File: src/logic/cc_pwm_defines.svh
// Named constants for the capture/compare/PWM unit
`ifndef CC_PWM_DEFINES_SVH
`define CC_PWM_DEFINES_SVH

// Mode select codes
`define MODE_OFF 4'h0
`define MODE_CMP_TOGGLE 4'h2
`define MODE_CAP_FALL 4'h4
`define MODE_CAP_RISE 4'h5
`define MODE_CAP_RISE4 4'h6
`define MODE_CAP_RISE16 4'h7
`define MODE_CMP_SET 4'h8
`define MODE_CMP_CLEAR 4'h9
`define MODE_CMP_SOFT 4'hA
`define MODE_CMP_TRIG 4'hB
`define MODE_PWM_PREFIX 2'h3

// Unit control field layout and reset values
`define CTRL_MODE_MSB 3
`define CTRL_MODE_LSB 0
`define CTRL_DUTY_MSB 5
`define CTRL_DUTY_LSB 4
`define CTRL_WR_MASK 8'h3F
`define CTRL_RESET 8'h00
`define BYTE_RESET 8'h00
`define DUTY_ZERO 10'h000

// Capture edge prescaler terminal counts
`define CAP_COUNT_RESET 4'h0
`define CAP_DIV4_LAST 2'h3
`define CAP_DIV16_LAST 4'hF

// PWM time base: four clock phases per instruction cycle, prescale 1, 4 or 16
`define PHASE_LAST 2'h3
`define PSC_DIV1 2'h0
`define PSC_DIV4 2'h1
`define PRE4_LAST 2'h3
`define PRE16_LAST 4'hF

`endif

File: src/logic/capture_compare_pwm_pkg.sv
// Types shared by the capture/compare/PWM unit
package capture_compare_pwm_pkg;

  // Operating class of the unit, decoded from the mode select field
  typedef enum logic [3:0]
  {
    ST_OFF = 4'h1,
    ST_CAPTURE = 4'h2,
    ST_COMPARE = 4'h4,
    ST_PWM = 4'h8
  } unit_state_t;

endpackage

File: src/logic/pwm_tb_if.sv
// Link between the unit and its PWM time base
`timescale 1ns/100ps
interface pwm_tb_if;
  logic run;
  logic [1:0] prescale;
  logic [7:0] limit;
  logic [7:0] timer;
  logic [1:0] fine;
  logic wrap;

  modport base (input run, input prescale, input limit, output timer, output fine, output wrap);
  modport user (output run, output prescale, output limit, input timer, input fine, input wrap);
endinterface

File: src/logic/capture_compare_pwm_unit.sv
// Capture/compare/PWM unit: pin capture, timer compare and PWM generation
`timescale 1ns/100ps
`include "cc_pwm_defines.svh"

// Operation
// RULE1: Selected pin event copies event timer into value pair and sets flag.
// RULE2: Capture modes: falling, rising, every fourth rising, every sixteenth rising edge.
// RULE3: Edge prescaler cleared when off, not capturing, or at reset.
// RULE4: Switching between capture prescales keeps the count; false events possible.
// RULE5: Event timer must be synchronous for capture and compare to work.
// RULE6: Compare mode matches value against timer; toggles, sets, clears or triggers.
// RULE7: Every compare match sets the unit flag.
// RULE8: Clearing unit control forces the compare output latch low.
// RULE9: Software interrupt mode only sets the flag, pin left alone.
// RULE10: Trigger mode resets event timer, starts ADC if enabled, pin left alone.
// RULE11: Trigger is immediate; timer reset waits for the next timer clock.
// RULE12: The trigger never sets the event timer overflow flag.
// RULE13: Removing the match before the timer clock cancels the timer reset.
// RULE14: PWM mode drives a pulse-width output of up to ten bits.
// RULE15: Clearing unit control releases the pin.
// RULE16: Period is limit plus one, times four clocks, times prescale.
// RULE17: At period end timer clears, pin sets unless duty zero, shadow loads.
// RULE18: Duty is high byte plus two control bits, applied at period end.
// RULE19: Duty shadow cannot be written by software while in PWM mode.
// RULE20: Duty is double buffered in shadow and a two-bit latch.
// RULE21: PWM timer extended by clock phase or prescaler bits to ten bits.
// RULE22: Time base equal to buffered duty clears the PWM pin.
// RULE23: Pulse width beyond the period leaves the pin unchanged.
// RULE24: In sleep the PWM timer and unit state hold; pin keeps value.
// RULE25: ADC start is one clock pulse per trigger match.
module capture_compare_pwm_unit
  import capture_compare_pwm_pkg::*;
(
  input wire logic i_ref_clk,
  input wire logic i_rstn,
  input wire logic i_control_wr,
  input wire logic [7:0] i_control_data,
  input wire logic i_duty_high_wr,
  input wire logic [7:0] i_duty_high_data,
  input wire logic i_shadow_wr,
  input wire logic [7:0] i_shadow_data,
  input wire logic i_flag_clear,
  input wire logic [15:0] i_event_timer,
  input wire logic i_event_timer_tick,
  input wire logic i_adc_enable,
  input wire logic [7:0] i_period_limit,
  input wire logic i_pwm_timer_on,
  input wire logic [1:0] i_pwm_prescale,
  input wire logic i_sleep,
  input wire logic i_pin,
  output logic [7:0] o_unit_control,
  output logic [15:0] o_match_value_pair,
  output logic o_unit_flag,
  output logic o_pin_out,
  output logic o_pin_oe,
  output logic o_special_trigger,
  output logic o_adc_start,
  output logic o_event_timer_reset,
  output logic [7:0] o_pwm_timer,
  output logic o_pwm_period_end
);

  // Class of a mode select value; reserved codes count as off
  function automatic unit_state_t mode_class(input logic [3:0] mode);
    unit_state_t cls;
    cls = ST_OFF;
    case (mode)
      `MODE_CAP_FALL, `MODE_CAP_RISE, `MODE_CAP_RISE4, `MODE_CAP_RISE16:
        cls = ST_CAPTURE;
      `MODE_CMP_TOGGLE, `MODE_CMP_SET, `MODE_CMP_CLEAR, `MODE_CMP_SOFT, `MODE_CMP_TRIG:
        cls = ST_COMPARE;
      default:
        cls = (mode[3:2] == `MODE_PWM_PREFIX) ? ST_PWM : ST_OFF;
    endcase
    return cls;
  endfunction

  logic [7:0] unit_control;
  logic [7:0] next_unit_control;
  logic [7:0] duty_high_byte;
  logic [7:0] next_duty_high_byte;
  logic [7:0] duty_shadow;
  logic [7:0] next_duty_shadow;
  logic [1:0] duty_latch;
  logic [1:0] next_duty_latch;
  logic unit_flag;
  logic next_unit_flag;
  unit_state_t unit_state;
  unit_state_t next_unit_state;

  logic pin_sync1;
  logic pin_sync2;
  logic pin_prev;
  logic [3:0] cap_count;
  logic [3:0] next_cap_count;
  logic pin_rise;
  logic pin_fall;
  logic cap_event;

  logic out_latch;
  logic next_out_latch;
  logic pin_oe;
  logic next_pin_oe;
  logic match_prev;
  logic special;
  logic next_special;
  logic adc_start;
  logic next_adc_start;
  logic reset_req;
  logic next_reset_req;
  logic period_end;

  logic [3:0] mode;
  logic match_now;
  logic cmp_hit;
  logic pwm_wrap;
  logic [15:0] next_pair;
  logic [9:0] time_base;
  logic [9:0] duty_buf;
  logic [9:0] duty_req;

  pwm_tb_if tb ();

  // PWM timer runs only while enabled and awake [RULE24]
  assign tb.run = i_pwm_timer_on && !i_sleep;
  assign tb.prescale = i_pwm_prescale;
  assign tb.limit = i_period_limit;

  pwm_time_base u_time_base
  (
    .i_ref_clk(i_ref_clk),
    .i_rstn(i_rstn),
    .tb(tb.base)
  );

  // Decoded views of the registers and the time base
  assign mode = unit_control[`CTRL_MODE_MSB:`CTRL_MODE_LSB];
  assign duty_req = {duty_high_byte, unit_control[`CTRL_DUTY_MSB:`CTRL_DUTY_LSB]};
  assign duty_buf = {duty_shadow, duty_latch};
  assign time_base = {tb.timer, tb.fine}; // [RULE21]
  assign pwm_wrap = (unit_state == ST_PWM) && tb.wrap;
  // Event timer is assumed synchronous to this clock [RULE5]
  assign match_now = (i_event_timer == {duty_shadow, duty_high_byte});
  // One hit per match, however long the timer rests on the value [RULE6]
  assign cmp_hit = (unit_state == ST_COMPARE) && match_now && !match_prev && !i_sleep;

  // Edge detect reads only the second and later sync stages
  assign pin_rise = pin_sync2 && !pin_prev;
  assign pin_fall = !pin_sync2 && pin_prev;

  // Capture event selection by mode [RULE2]
  always_comb
  begin
    cap_event = 1'b0;
    if ((unit_state == ST_CAPTURE) && !i_sleep)
    begin
      case (mode)
        `MODE_CAP_FALL: cap_event = pin_fall;
        `MODE_CAP_RISE: cap_event = pin_rise;
        `MODE_CAP_RISE4: cap_event = pin_rise && (cap_count[1:0] == `CAP_DIV4_LAST);
        `MODE_CAP_RISE16: cap_event = pin_rise && (cap_count == `CAP_DIV16_LAST);
        default: cap_event = 1'b0;
      endcase
    end
  end

  // Register file next values
  always_comb
  begin
    next_unit_control = unit_control;
    next_duty_high_byte = duty_high_byte;
    next_duty_shadow = duty_shadow;
    next_duty_latch = duty_latch;
    next_unit_flag = unit_flag;
    if (i_control_wr)
      next_unit_control = i_control_data & `CTRL_WR_MASK;
    if (i_duty_high_wr)
      next_duty_high_byte = i_duty_high_data; // [RULE18]
    if (i_shadow_wr && (unit_state != ST_PWM))
      next_duty_shadow = i_shadow_data; // [RULE19]
    // Duty reaches the comparator only at the period boundary
    if (pwm_wrap)
    begin
      next_duty_shadow = duty_req[9:2]; // [RULE17] [RULE18] [RULE20]
      next_duty_latch = duty_req[1:0]; // [RULE20]
    end
    // Capture beats a same-cycle software write; newest capture overwrites
    if (cap_event)
    begin
      next_duty_shadow = i_event_timer[15:8]; // [RULE1]
      next_duty_high_byte = i_event_timer[7:0]; // [RULE1]
    end
    // Hardware set wins over a same-cycle clear
    if (i_flag_clear)
      next_unit_flag = 1'b0;
    if (cap_event || cmp_hit)
      next_unit_flag = 1'b1; // [RULE1] [RULE7] [RULE9]
    next_unit_state = mode_class(next_unit_control[`CTRL_MODE_MSB:`CTRL_MODE_LSB]);
  end

  assign next_pair = {next_duty_shadow, next_duty_high_byte};

  always_ff @(posedge i_ref_clk or negedge i_rstn)
  begin
    if (!i_rstn)
    begin
      unit_control <= `CTRL_RESET;
      duty_high_byte <= `BYTE_RESET;
      duty_shadow <= `BYTE_RESET;
      duty_latch <= 2'h0;
      unit_flag <= 1'b0;
      unit_state <= ST_OFF;
    end
    else
    begin
      unit_control <= next_unit_control;
      duty_high_byte <= next_duty_high_byte;
      duty_shadow <= next_duty_shadow;
      duty_latch <= next_duty_latch;
      unit_flag <= next_unit_flag;
      unit_state <= next_unit_state;
    end
  end

  // Edge prescaler: counts rising edges only while capturing
  always_comb
  begin
    next_cap_count = cap_count;
    if (unit_state != ST_CAPTURE)
      next_cap_count = `CAP_COUNT_RESET; // [RULE3]
    else if (pin_rise && !i_sleep)
      next_cap_count = 4'(cap_count + 4'h1); // [RULE4]
  end

  // Pin passes two flops before any logic looks at it
  always_ff @(posedge i_ref_clk or negedge i_rstn)
  begin
    if (!i_rstn)
    begin
      pin_sync1 <= 1'b0;
      pin_sync2 <= 1'b0;
      pin_prev <= 1'b0;
      cap_count <= `CAP_COUNT_RESET; // [RULE3]
    end
    else
    begin
      pin_sync1 <= i_pin;
      pin_sync2 <= pin_sync1;
      pin_prev <= pin_sync2;
      cap_count <= next_cap_count;
    end
  end

  // Output latch, pin ownership and trigger outputs
  always_comb
  begin
    next_out_latch = out_latch;
    next_pin_oe = 1'b0;
    next_special = 1'b0;
    next_adc_start = 1'b0;
    next_reset_req = reset_req;
    case (unit_state)
      ST_COMPARE:
      begin
        // Only set, clear and toggle modes own the pin [RULE9] [RULE10]
        next_pin_oe = (mode == `MODE_CMP_TOGGLE) || (mode == `MODE_CMP_SET) ||
          (mode == `MODE_CMP_CLEAR);
        if (cmp_hit)
        begin
          case (mode)
            `MODE_CMP_TOGGLE: next_out_latch = !out_latch; // [RULE6]
            `MODE_CMP_SET: next_out_latch = 1'b1; // [RULE6]
            `MODE_CMP_CLEAR: next_out_latch = 1'b0; // [RULE6]
            `MODE_CMP_TRIG:
            begin
              next_special = 1'b1; // [RULE11]
              next_adc_start = i_adc_enable; // [RULE10] [RULE25]
            end
            default: next_out_latch = out_latch;
          endcase
        end
      end
      ST_PWM:
      begin
        next_pin_oe = 1'b1; // [RULE14]
        // Set and clear both lag the time base by one clock, so the width is exact;
        // sleep freezes the pin together with the timer
        if (i_sleep)
          next_out_latch = out_latch; // [RULE24]
        else if (period_end)
          next_out_latch = (duty_buf != `DUTY_ZERO); // [RULE17]
        else if (time_base == duty_buf)
          next_out_latch = 1'b0; // [RULE22] [RULE23]
      end
      ST_CAPTURE:
        next_out_latch = out_latch;
      default:
        next_out_latch = 1'b0; // [RULE8] [RULE15]
    endcase
    // Reset request waits for the timer clock and dies if the match goes away;
    // it is a separate line, so the overflow flag is never touched [RULE12]
    if (cmp_hit && (mode == `MODE_CMP_TRIG))
      next_reset_req = 1'b1; // [RULE10] [RULE11]
    else if (i_event_timer_tick || (i_event_timer != next_pair) ||
      (unit_state != ST_COMPARE) || (mode != `MODE_CMP_TRIG))
      next_reset_req = 1'b0; // [RULE11] [RULE13]
  end

  always_ff @(posedge i_ref_clk or negedge i_rstn)
  begin
    if (!i_rstn)
    begin
      out_latch <= 1'b0;
      pin_oe <= 1'b0;
      match_prev <= 1'b0;
      special <= 1'b0;
      adc_start <= 1'b0;
      reset_req <= 1'b0;
      period_end <= 1'b0;
    end
    else
    begin
      out_latch <= next_out_latch; // [RULE24]
      pin_oe <= next_pin_oe;
      match_prev <= match_now;
      special <= next_special;
      adc_start <= next_adc_start;
      reset_req <= next_reset_req;
      period_end <= tb.wrap;
    end
  end

  // All outputs come from flops here or in the time base
  assign o_unit_control = unit_control;
  assign o_match_value_pair = {duty_shadow, duty_high_byte};
  assign o_unit_flag = unit_flag;
  assign o_pin_out = out_latch;
  assign o_pin_oe = pin_oe;
  assign o_special_trigger = special;
  assign o_adc_start = adc_start;
  assign o_event_timer_reset = reset_req;
  assign o_pwm_timer = tb.timer;
  assign o_pwm_period_end = period_end;

endmodule // capture_compare_pwm_unit

File: src/logic/pwm_time_base.sv
// PWM timer with prescaler and 10-bit time base extension
`timescale 1ns/100ps
`include "cc_pwm_defines.svh"

module pwm_time_base
(
  input wire logic i_ref_clk,
  input wire logic i_rstn,
  pwm_tb_if.base tb
);

  logic [1:0] phase;
  logic [1:0] next_phase;
  logic [3:0] pre;
  logic [3:0] next_pre;
  logic [7:0] timer;
  logic [7:0] next_timer;
  logic cycle_end;
  logic inc;

  // One instruction cycle is four clock phases; frozen while not running
  assign cycle_end = tb.run && (phase == `PHASE_LAST);

  // Timer step after prescale 1, 4 or 16 instruction cycles [RULE16]
  always_comb
  begin
    inc = 1'b0;
    case (tb.prescale)
      `PSC_DIV1: inc = cycle_end;
      `PSC_DIV4: inc = cycle_end && (pre[1:0] == `PRE4_LAST);
      default: inc = cycle_end && (pre == `PRE16_LAST);
    endcase
  end

  // Next state of phase, prescaler and timer; sleep stops all of them [RULE24]
  always_comb
  begin
    next_phase = phase;
    next_pre = pre;
    next_timer = timer;
    if (tb.run)
      next_phase = 2'(phase + 2'h1);
    if (inc)
      next_pre = 4'h0;
    else if (cycle_end)
      next_pre = 4'(pre + 4'h1);
    if (inc && (timer == tb.limit))
      next_timer = 8'h00; // [RULE17]
    else if (inc)
      next_timer = 8'(timer + 8'h01);
  end

  always_ff @(posedge i_ref_clk or negedge i_rstn)
  begin
    if (!i_rstn)
    begin
      phase <= 2'h0;
      pre <= 4'h0;
      timer <= `BYTE_RESET;
    end
    else
    begin
      phase <= next_phase;
      pre <= next_pre;
      timer <= next_timer;
    end
  end

  // Fine bits: clock phase at 1:1, prescaler low two bits at 1:4, its top two bits at 1:16 [RULE21]
  always_comb
  begin
    case (tb.prescale)
      `PSC_DIV1: tb.fine = phase;
      `PSC_DIV4: tb.fine = pre[1:0];
      default: tb.fine = pre[3:2];
    endcase
  end

  assign tb.timer = timer;
  // Wrap marks the step that clears the timer; the user loads duty in that cycle and sees period end one cycle later
  assign tb.wrap = inc && (timer == tb.limit);

endmodule // pwm_time_base
File: config.mk
export PLATFORM = sky130hd
export DESIGN_NAME = capture_compare_pwm_unit
export DESIGN_NICKNAME = d
export VERILOG_FILES = /design/src/logic/capture_compare_pwm_pkg.sv /design/src/logic/pwm_tb_if.sv /design/src/logic/capture_compare_pwm_unit.sv /design/src/logic/pwm_time_base.sv
export VERILOG_INCLUDE_DIRS = /design/src /design/src/logic
export SDC_FILE = /design/constraint.sdc
export NUM_CORES = 1
export LEC_CHECK = 0
export ABC_AREA = 0
export BUFFER_PORTS_ARGS = -buffer_cell sky130_fd_sc_hd__buf_2
export CAP_MARGIN = 10
export CORE_UTILIZATION = 35
export DETAILED_ROUTE_END_ITERATION = 10
export HOLD_SLACK_MARGIN = 0.08
export SKIP_LAST_GASP = 1
export SYNTH_ARGS = -nofsm -noshare
export SYNTH_HDL_FRONTEND = slang
export SYNTH_HIERARCHICAL = 1
export SYNTH_SLANG_ARGS = --single-unit
File: constraint.sdc
create_clock -name i_ref_clk -period 4.55 [get_ports i_ref_clk]
set_clock_uncertainty 0.1 [all_clocks]
set_input_delay 0.2275 -clock i_ref_clk [delete_from_list [all_inputs] [get_ports i_ref_clk]]
set_output_delay 0.2275 -clock i_ref_clk [all_outputs]
set_load 0.01 [all_outputs]
=== Word level (Yosys, flattened, before mapping) ===
Index checks and enable logic that the tools add are counted.

* Flip-flop bits (word level): 57
* Input bits: 61
* Output and inout port bits: 39
* Word-level logic and storage cells: 138

* Add/subtract/negate cells: 4
* Equal/unequal tests: 39
* Mux-type cells: 35
* Bitwise logic cells: 1
* Reduce and logical (&&, ||, !) cells: 38

{| class="wikitable"
|+ Operator list
! operator !! number
|-
| 8-bit two-way mux || 7
|-
| 4-bit == test (second input constant) || 10
|-
| 4-bit by 3-bit == test with 1-bit output (second input constant) || 9
|-
| 4-bit two-way mux || 6
|-
| 1-bit logical AND || 17
|-
| 16-bit == test || 1
|-
| 16-bit inequality test || 1
|-
| 1-bit two-way mux || 15
|-
| 4-bit by 2-bit == test with 1-bit output (second input constant) || 3
|-
| 10-bit == test || 1
|-
| 10-bit nonzero test || 1
|-
| 2-bit nonzero test || 5
|-
| 4-bit by 1-bit adder with 4-bit output (second input constant) || 2
|-
| 8-bit by 1-bit adder with 8-bit output (second input constant) || 1
|-
| 2-bit == test (second input constant) || 4
|-
| 8-bit == test || 1
|-
| 4-bit inequality test (second input constant) || 2
|-
| 4-bit one-hot mux with 2 select lines || 1
|-
| 1-bit logical OR || 6
|-
| 1-bit one-hot mux with 3 select lines || 2
|-
| 1-bit zero test || 5
|-
| 5-bit AND reduction || 1
|-
| 5-bit OR reduction || 1
|-
| 2-bit inequality test (second input constant) || 2
|-
| 12 further kinds || 13
|}

=== Longest topological paths before layout ===
* Word-level depth: 15
* Gate-level depth with buffers: 11
* Gate-level depth less buffers: 10

=== Cells and area by module ===
The synthesis kept the hierarchy.

{| class="wikitable"
|+ Modules (own cells, without submodules)
! module !! instances !! cells each !! area each (um^2) !! seq. area each (um^2)
|-
| capture_compare_pwm_unit || 1 || 238 || 2506.2 || 1077.3
|-
| pwm_time_base || 1 || 98 || 918.4 || 350.3
|}

=== Least setup slack after synthesis ===
Ideal clock, no wire load.

* Path type: register to register
* Start: register u_time_base.pre[0]
* End: register reset_req, in the netlist o_event_timer_reset
* Setup time: 0.065 ns
* Arrival time: 2.424 ns
* Required time: 4.385 ns
* Slack: 1.961 ns
* Stages on the path, launching flop included: 12
* Buffers on the path: 1
* Period minus slack after synthesis: 2.589 ns
* Cell sequence: dfrtp_1 > ha_1 > o21bai_2 > nand3_4 > nor3_2 > buf_1 > mux2i_1 > mux2i_1 > xnor2_1 > nand4_2 > nor4_2 > a31o_1

* Longest elaborated chain between the ends: 12
* Elaborated cells between the ends (all ways): 14
* Classes of those cells: 3 x eq/ne; 3 x mux; 8 x reduce/logical

{| class="wikitable"
|+ RTL lines
! item !! RTL line !! text
|-
| start: declaration || pwm_time_base.sv:14 || <nowiki>logic [3:0] pre;</nowiki>
|-
| start signal: assignment || pwm_time_base.sv:64 || <nowiki>pre <= next_pre;</nowiki>
|-
| 4-bit == test (no line) / 2-bit == test (equally long branches) || - ||
|-
| 1-bit logical AND, on equally long branches || pwm_time_base.sv:31, pwm_time_base.sv:30 ||
|-
| 1-bit one-hot mux with 2 select lines * || pwm_time_base.sv:28 || <nowiki>case (tb.prescale)</nowiki>
|-
| 1-bit logical AND * || pwm_time_base.sv:81 || <nowiki>assign tb.wrap = inc && (timer == tb.limit);</nowiki>
|-
| net tb.wrap || pwm_tb_if.sv:9 || <nowiki>logic wrap;</nowiki>
|-
| 1-bit logical AND * || capture_compare_pwm_unit.sv:141 || <nowiki>assign pwm_wrap = (unit_state == ST_PWM) && tb.wrap;</nowiki>
|-
| 8-bit two-way mux * || capture_compare_pwm_unit.sv:182 || <nowiki>if (pwm_wrap)</nowiki>
|-
| 8-bit two-way mux * || capture_compare_pwm_unit.sv:188 || <nowiki>if (cap_event)</nowiki>
|-
| 16-bit inequality test * || capture_compare_pwm_unit.sv:304 || <nowiki>else if (i_event_timer_tick || (i_event_timer != next_pair) ||</nowiki>
|-
| 1-bit logical OR * (3 in a row) || capture_compare_pwm_unit.sv:304 ||
|-
| 2-bit nonzero test (no line) * || - ||
|-
| end signal: assignment || capture_compare_pwm_unit.sv:328 || <nowiki>reset_req <= next_reset_req;</nowiki>
|-
| end: declaration || capture_compare_pwm_unit.sv:109 || <nowiki>logic reset_req;</nowiki>
|}

The timed path passes the listed nets; every way through them passes the cells marked *.
A chain may end at the register's enable or synchronous reset.

=== Final worst setup path ===
* Start: register u_time_base.timer[2], in the netlist u_time_base/tb.timer[2]
* End: register reset_req, in the netlist o_event_timer_reset

* Longest elaborated chain between the ends: 10

{| class="wikitable"
|+ RTL lines
! item !! RTL line !! text
|-
| start: declaration || pwm_time_base.sv:16 || <nowiki>logic [7:0] timer;</nowiki>
|-
| start signal: assignment || pwm_time_base.sv:59 || <nowiki>timer <= `BYTE_RESET;</nowiki>
|-
| start signal: assignment || pwm_time_base.sv:65 || <nowiki>timer <= next_timer;</nowiki>
|-
| 8-bit == test || pwm_time_base.sv:81 ||
|-
| 1-bit logical AND || pwm_time_base.sv:81 ||
|-
| net tb.wrap || pwm_tb_if.sv:9 ||
|-
| 1-bit logical AND || capture_compare_pwm_unit.sv:141 ||
|-
| 8-bit two-way mux || capture_compare_pwm_unit.sv:182 ||
|-
| 8-bit two-way mux || capture_compare_pwm_unit.sv:188 ||
|-
| 16-bit inequality test || capture_compare_pwm_unit.sv:304 ||
|-
| 1-bit logical OR (3 in a row) || capture_compare_pwm_unit.sv:304 ||
|-
| 2-bit nonzero test (no line) || - ||
|}

The timed path passes the listed nets, and every way through them passes these cells.

==> key figures <==
Status
  – Status: completed

Layout
  – Ant diodes: 0
  – Fillers: 921
  – Synth-to-Final Area Change: 27.6%
  – Share of post-route cells with drive strength above 1: 30.5%
  – Final nets: 513

Pwr
  – Switching share of power: 32.0%
  – Flop pwr share: 42.5%
  – Peak supply drop: 0.173 mV
  – Pint: 1.07 mW
  – Pwr/cell area: 359 mW/mm²
  – Total power: 1.57 mW
  – Leakage power: 2.00 nW
  – Clock power share: 33.4%
  – Sw Pwr: 502 µW
  – Comb pwr share: 24.0%

Yosys
  – Mux cell area share after synthesis: 11.4%
  – Synth area leaders: dfrtp_1 (41%), xnor2_1 (10%), mux2i_1 (7.3%), xor2_1 (4.1%), mux2_2 (3.6%)
  – XOR/XNOR Fraction of Synth Area: 14.3%
  – Post-Syn Area: 0.00342 mm²
  – Seq/Total Area, Yosys: 41.7%
  – Post-Syn Instances: 336
  – Post-Synth Simple-Gate Area: 18.2%
  – Yosys Warn Count: 6
  – Post-synth top cells: dfrtp_1 (56), xnor2_1 (40), mux2i_1 (25), nor2_1 (25), nand2_1 (23)
  – Largest family of logic cells by synthesized area: simple AND/OR/NAND/NOR gates
  – Synth area leader: dfrtp_1
  – Synth top area share: 40.9%
  – Complex-gate fraction of the synthesized area: 10.3%
  – Most frequent cell after synthesis: dfrtp_1
  – FFs w/ async S/R, synth: 100%
  – Top_reg_cell synth: dfrtp_1
  – Post-synth EDFFs: 0
  – Post-synthesis cell type count: 58
  – #FFs+latches synth: 57
  – Synth Area per Inst: 10.2 µm²
  – Adder-cell share of the synthesized area: 1.46%

Global route
  – Vias in the first global route: 2905
  – First-pass GRT wire length: 14.2 mm
  – Initial antenna violation count: 0
  – Total Routing Usage GR: 18.0%
  – GRT overflow: 0
  – Largest net degree at the start of global routing: 58

Worst setup path
  – Element type at the critical path end: flop
  – Nature of the critical path startpoint: flop
  – Crit path to: o_event_timer_reset
  – RR Startpoint: u_time_base/tb.timer[2]
  – Worst EP required: 4.72 ns
  – CP Class: flop to flop
  – Crit path from: u_time_base/tb.timer[2]
  – R2r setup slk: 1.73 ns
  – Crit path DAT: 2.99 ns
  – Worst Path Max Fanout: 11
  – Crit Reg-Reg Endpoint: o_event_timer_reset
  – Cell count of the worst reg-to-reg path: 10

Routing
  – Via count: 2905
  – Drt drc: 0
  – Routed Antenna Nets: 0
  – Routed WL: 8.81 mm
  – DRT Pass-1 Iters: 4
  – DR iter-0 viols: 127
  – Vias per inst: 4.99
  – Routed length per placed instance: 15.1 µm

Floorplan
  – Chip width: 101 µm
  – # rows: 35
  – Die area: 0.0102 mm²
  – Chip height: 101 µm
  – I/O pin count: 100
  – Initial Util: 36.5%
  – Core area: 0.00937 mm²

Placed design
  – Final HPWL DP: 6.41 mm
  – Pre-CTS setup slack: 1.72 ns
  – Final GP Congestion: 0.815
  – PortBufs: 95

STA
  – Tcrit/Tclk final: 62.0%
  – Slew margin rel.: 51.0%
  – Final hold violation count: 0
  – Final setup viols: 0
  – RSZ-0062 raised after global routing: false
  – F_max: 354 MHz
  – Worst-Margin Slew: 0.735 ns
  – Final Max Slew Viols: 0
  – Post-route setup slack: 1.73 ns
  – Setup TNS: 0 ns
  – Fin crit period: 2.82 ns
  – Fin Hold WS: 0.0919 ns

CTS
  – Post-cts hold buffer count: 12
  – Post-cts gate resize count: 0
  – Clock Latency Late Sink: 0.34 ns
  – CTS clk-pin slew, worst paths: 0.07 ns
  – Setup Buffers After CTS: 0
  – CTS tree: done
  – H-tree depth: 3
  – CTS Root Cell: clkbuf_8
  – CTS Buffer Depth: 2
  – CTS sink count: 57
  – CTS buffer count: 9

Worst hold path
  – Hold Path Cell Cnt: 2
  – Hold/Removal Path Class: primary input to flop

Flow run
  – Max Cap Viol: 0
-- cell type report --
type | count | area, µm² | share of cell area [%]
flip-flops and latches | 57 | 1430 | 32.7
clock buffers | 10 | 128 | 2.92
multi-input cells | 261 | 1910 | 43.8
repair buffers | 111 | 628 | 14.4
well taps | 129 | 161 | 3.69
inverters | 8 | 30.0 | 0.687
clock inverters | 6 | 82.6 | 1.89
-- placed cells by master (no fill, tap or decap), types with 5 or more instances in the layout --
cell type and n:
buf_2 95, dfrtp_1 56, xnor2_1 40, nor2_1 25, mux2i_1 25, nand2_1 23
xor2_1 16, a21oi_1 15, o21ai_0 13, dlygate4sd3_1 13, mux2_2 11, nand4_1 10
nor4_1 9, clkbuf_8 9, inv_1 8, or3_1 7, nor3_1 5, nand3_1 5
-- power groups by stage --
stage / Clock (mW) / Combinational [mW] / Sequential (mW)
final: 0.524 / 0.377 / 0.667
after global routing: 0.553 / 0.422 / 0.680
after CTS: 0.532 / 0.379 / 0.666
after detailed placement: 0 / 0.369 / 0.676
after global placement: 0 / 0.361 / 0.673
after floorplan: 0 / 0.235 / 0.666
-- worst min path at each step --
stage / start / to / slack, ns
2_1_floorplan: i_rstn / cap_count[0] / -0.17
3_3_place_gp: i_pin / pin_sync1 / 0.24
3_5_place_dp: pin_sync1 / pin_sync2 / 0.23
4_1_cts: i_event_timer[10] / duty_shadow[2] / 0.08
5_1_grt: i_event_timer[10] / duty_shadow[2] / 0.09
6_report: i_event_timer[10] / duty_shadow[2] / 0.09
-- layer usage --
metal,part of all wire [%],global-route usage (%),vias to the layer above
met5,0,0,-
met1,47,24.3,1398
li1,-,-,1422
met2,47,29.6,77
met4,0.99,5.91,0
met3,4.3,2.77,8
-- flip-flops by register name, summed over array words and instances (netlist names), 2 cells and up --
name	count
duty_latch	2
u_time_base/pre	4
u_time_base/phase	2
o_unit_control	6
cap_count	4
u_time_base/tb.timer	8
unit_state	4
duty_high_byte	8
duty_shadow	8
-- logic make-up after synthesis --
kind of cell,count (synthesis)
buffers and inverters,19
AOI/OAI and AO/OA,52
adders and majority gates,4
other,1
and+or+nand+nor,110
DFF,57
xor gates and xnor gates,56
muxes,37
-- per-stage QoR --
stage          cell area (µm²)  util, %  cells
2_1_floorplan             3430        -    337
3_3_place_gp              4030     43.0    553
3_5_place_dp              4030     43.0    553
4_1_cts                   4360     46.5    581
5_1_grt                   4370     46.6    582
6_report                  4370     46.6    582
-- critical path: stages, from the launching register on --
cell	delay (ns)
dfrtp_1	0.54
xnor2_1	0.17
nand4_1	0.25
nor3_2	0.22
buf_4	0.22
mux2i_1	0.20
mux2i_1	0.11
xnor2_1	0.26
nand4_2	0.14
nor4_2	0.38
a31o_1	0.19
Power figures use the tool's default switching activity.
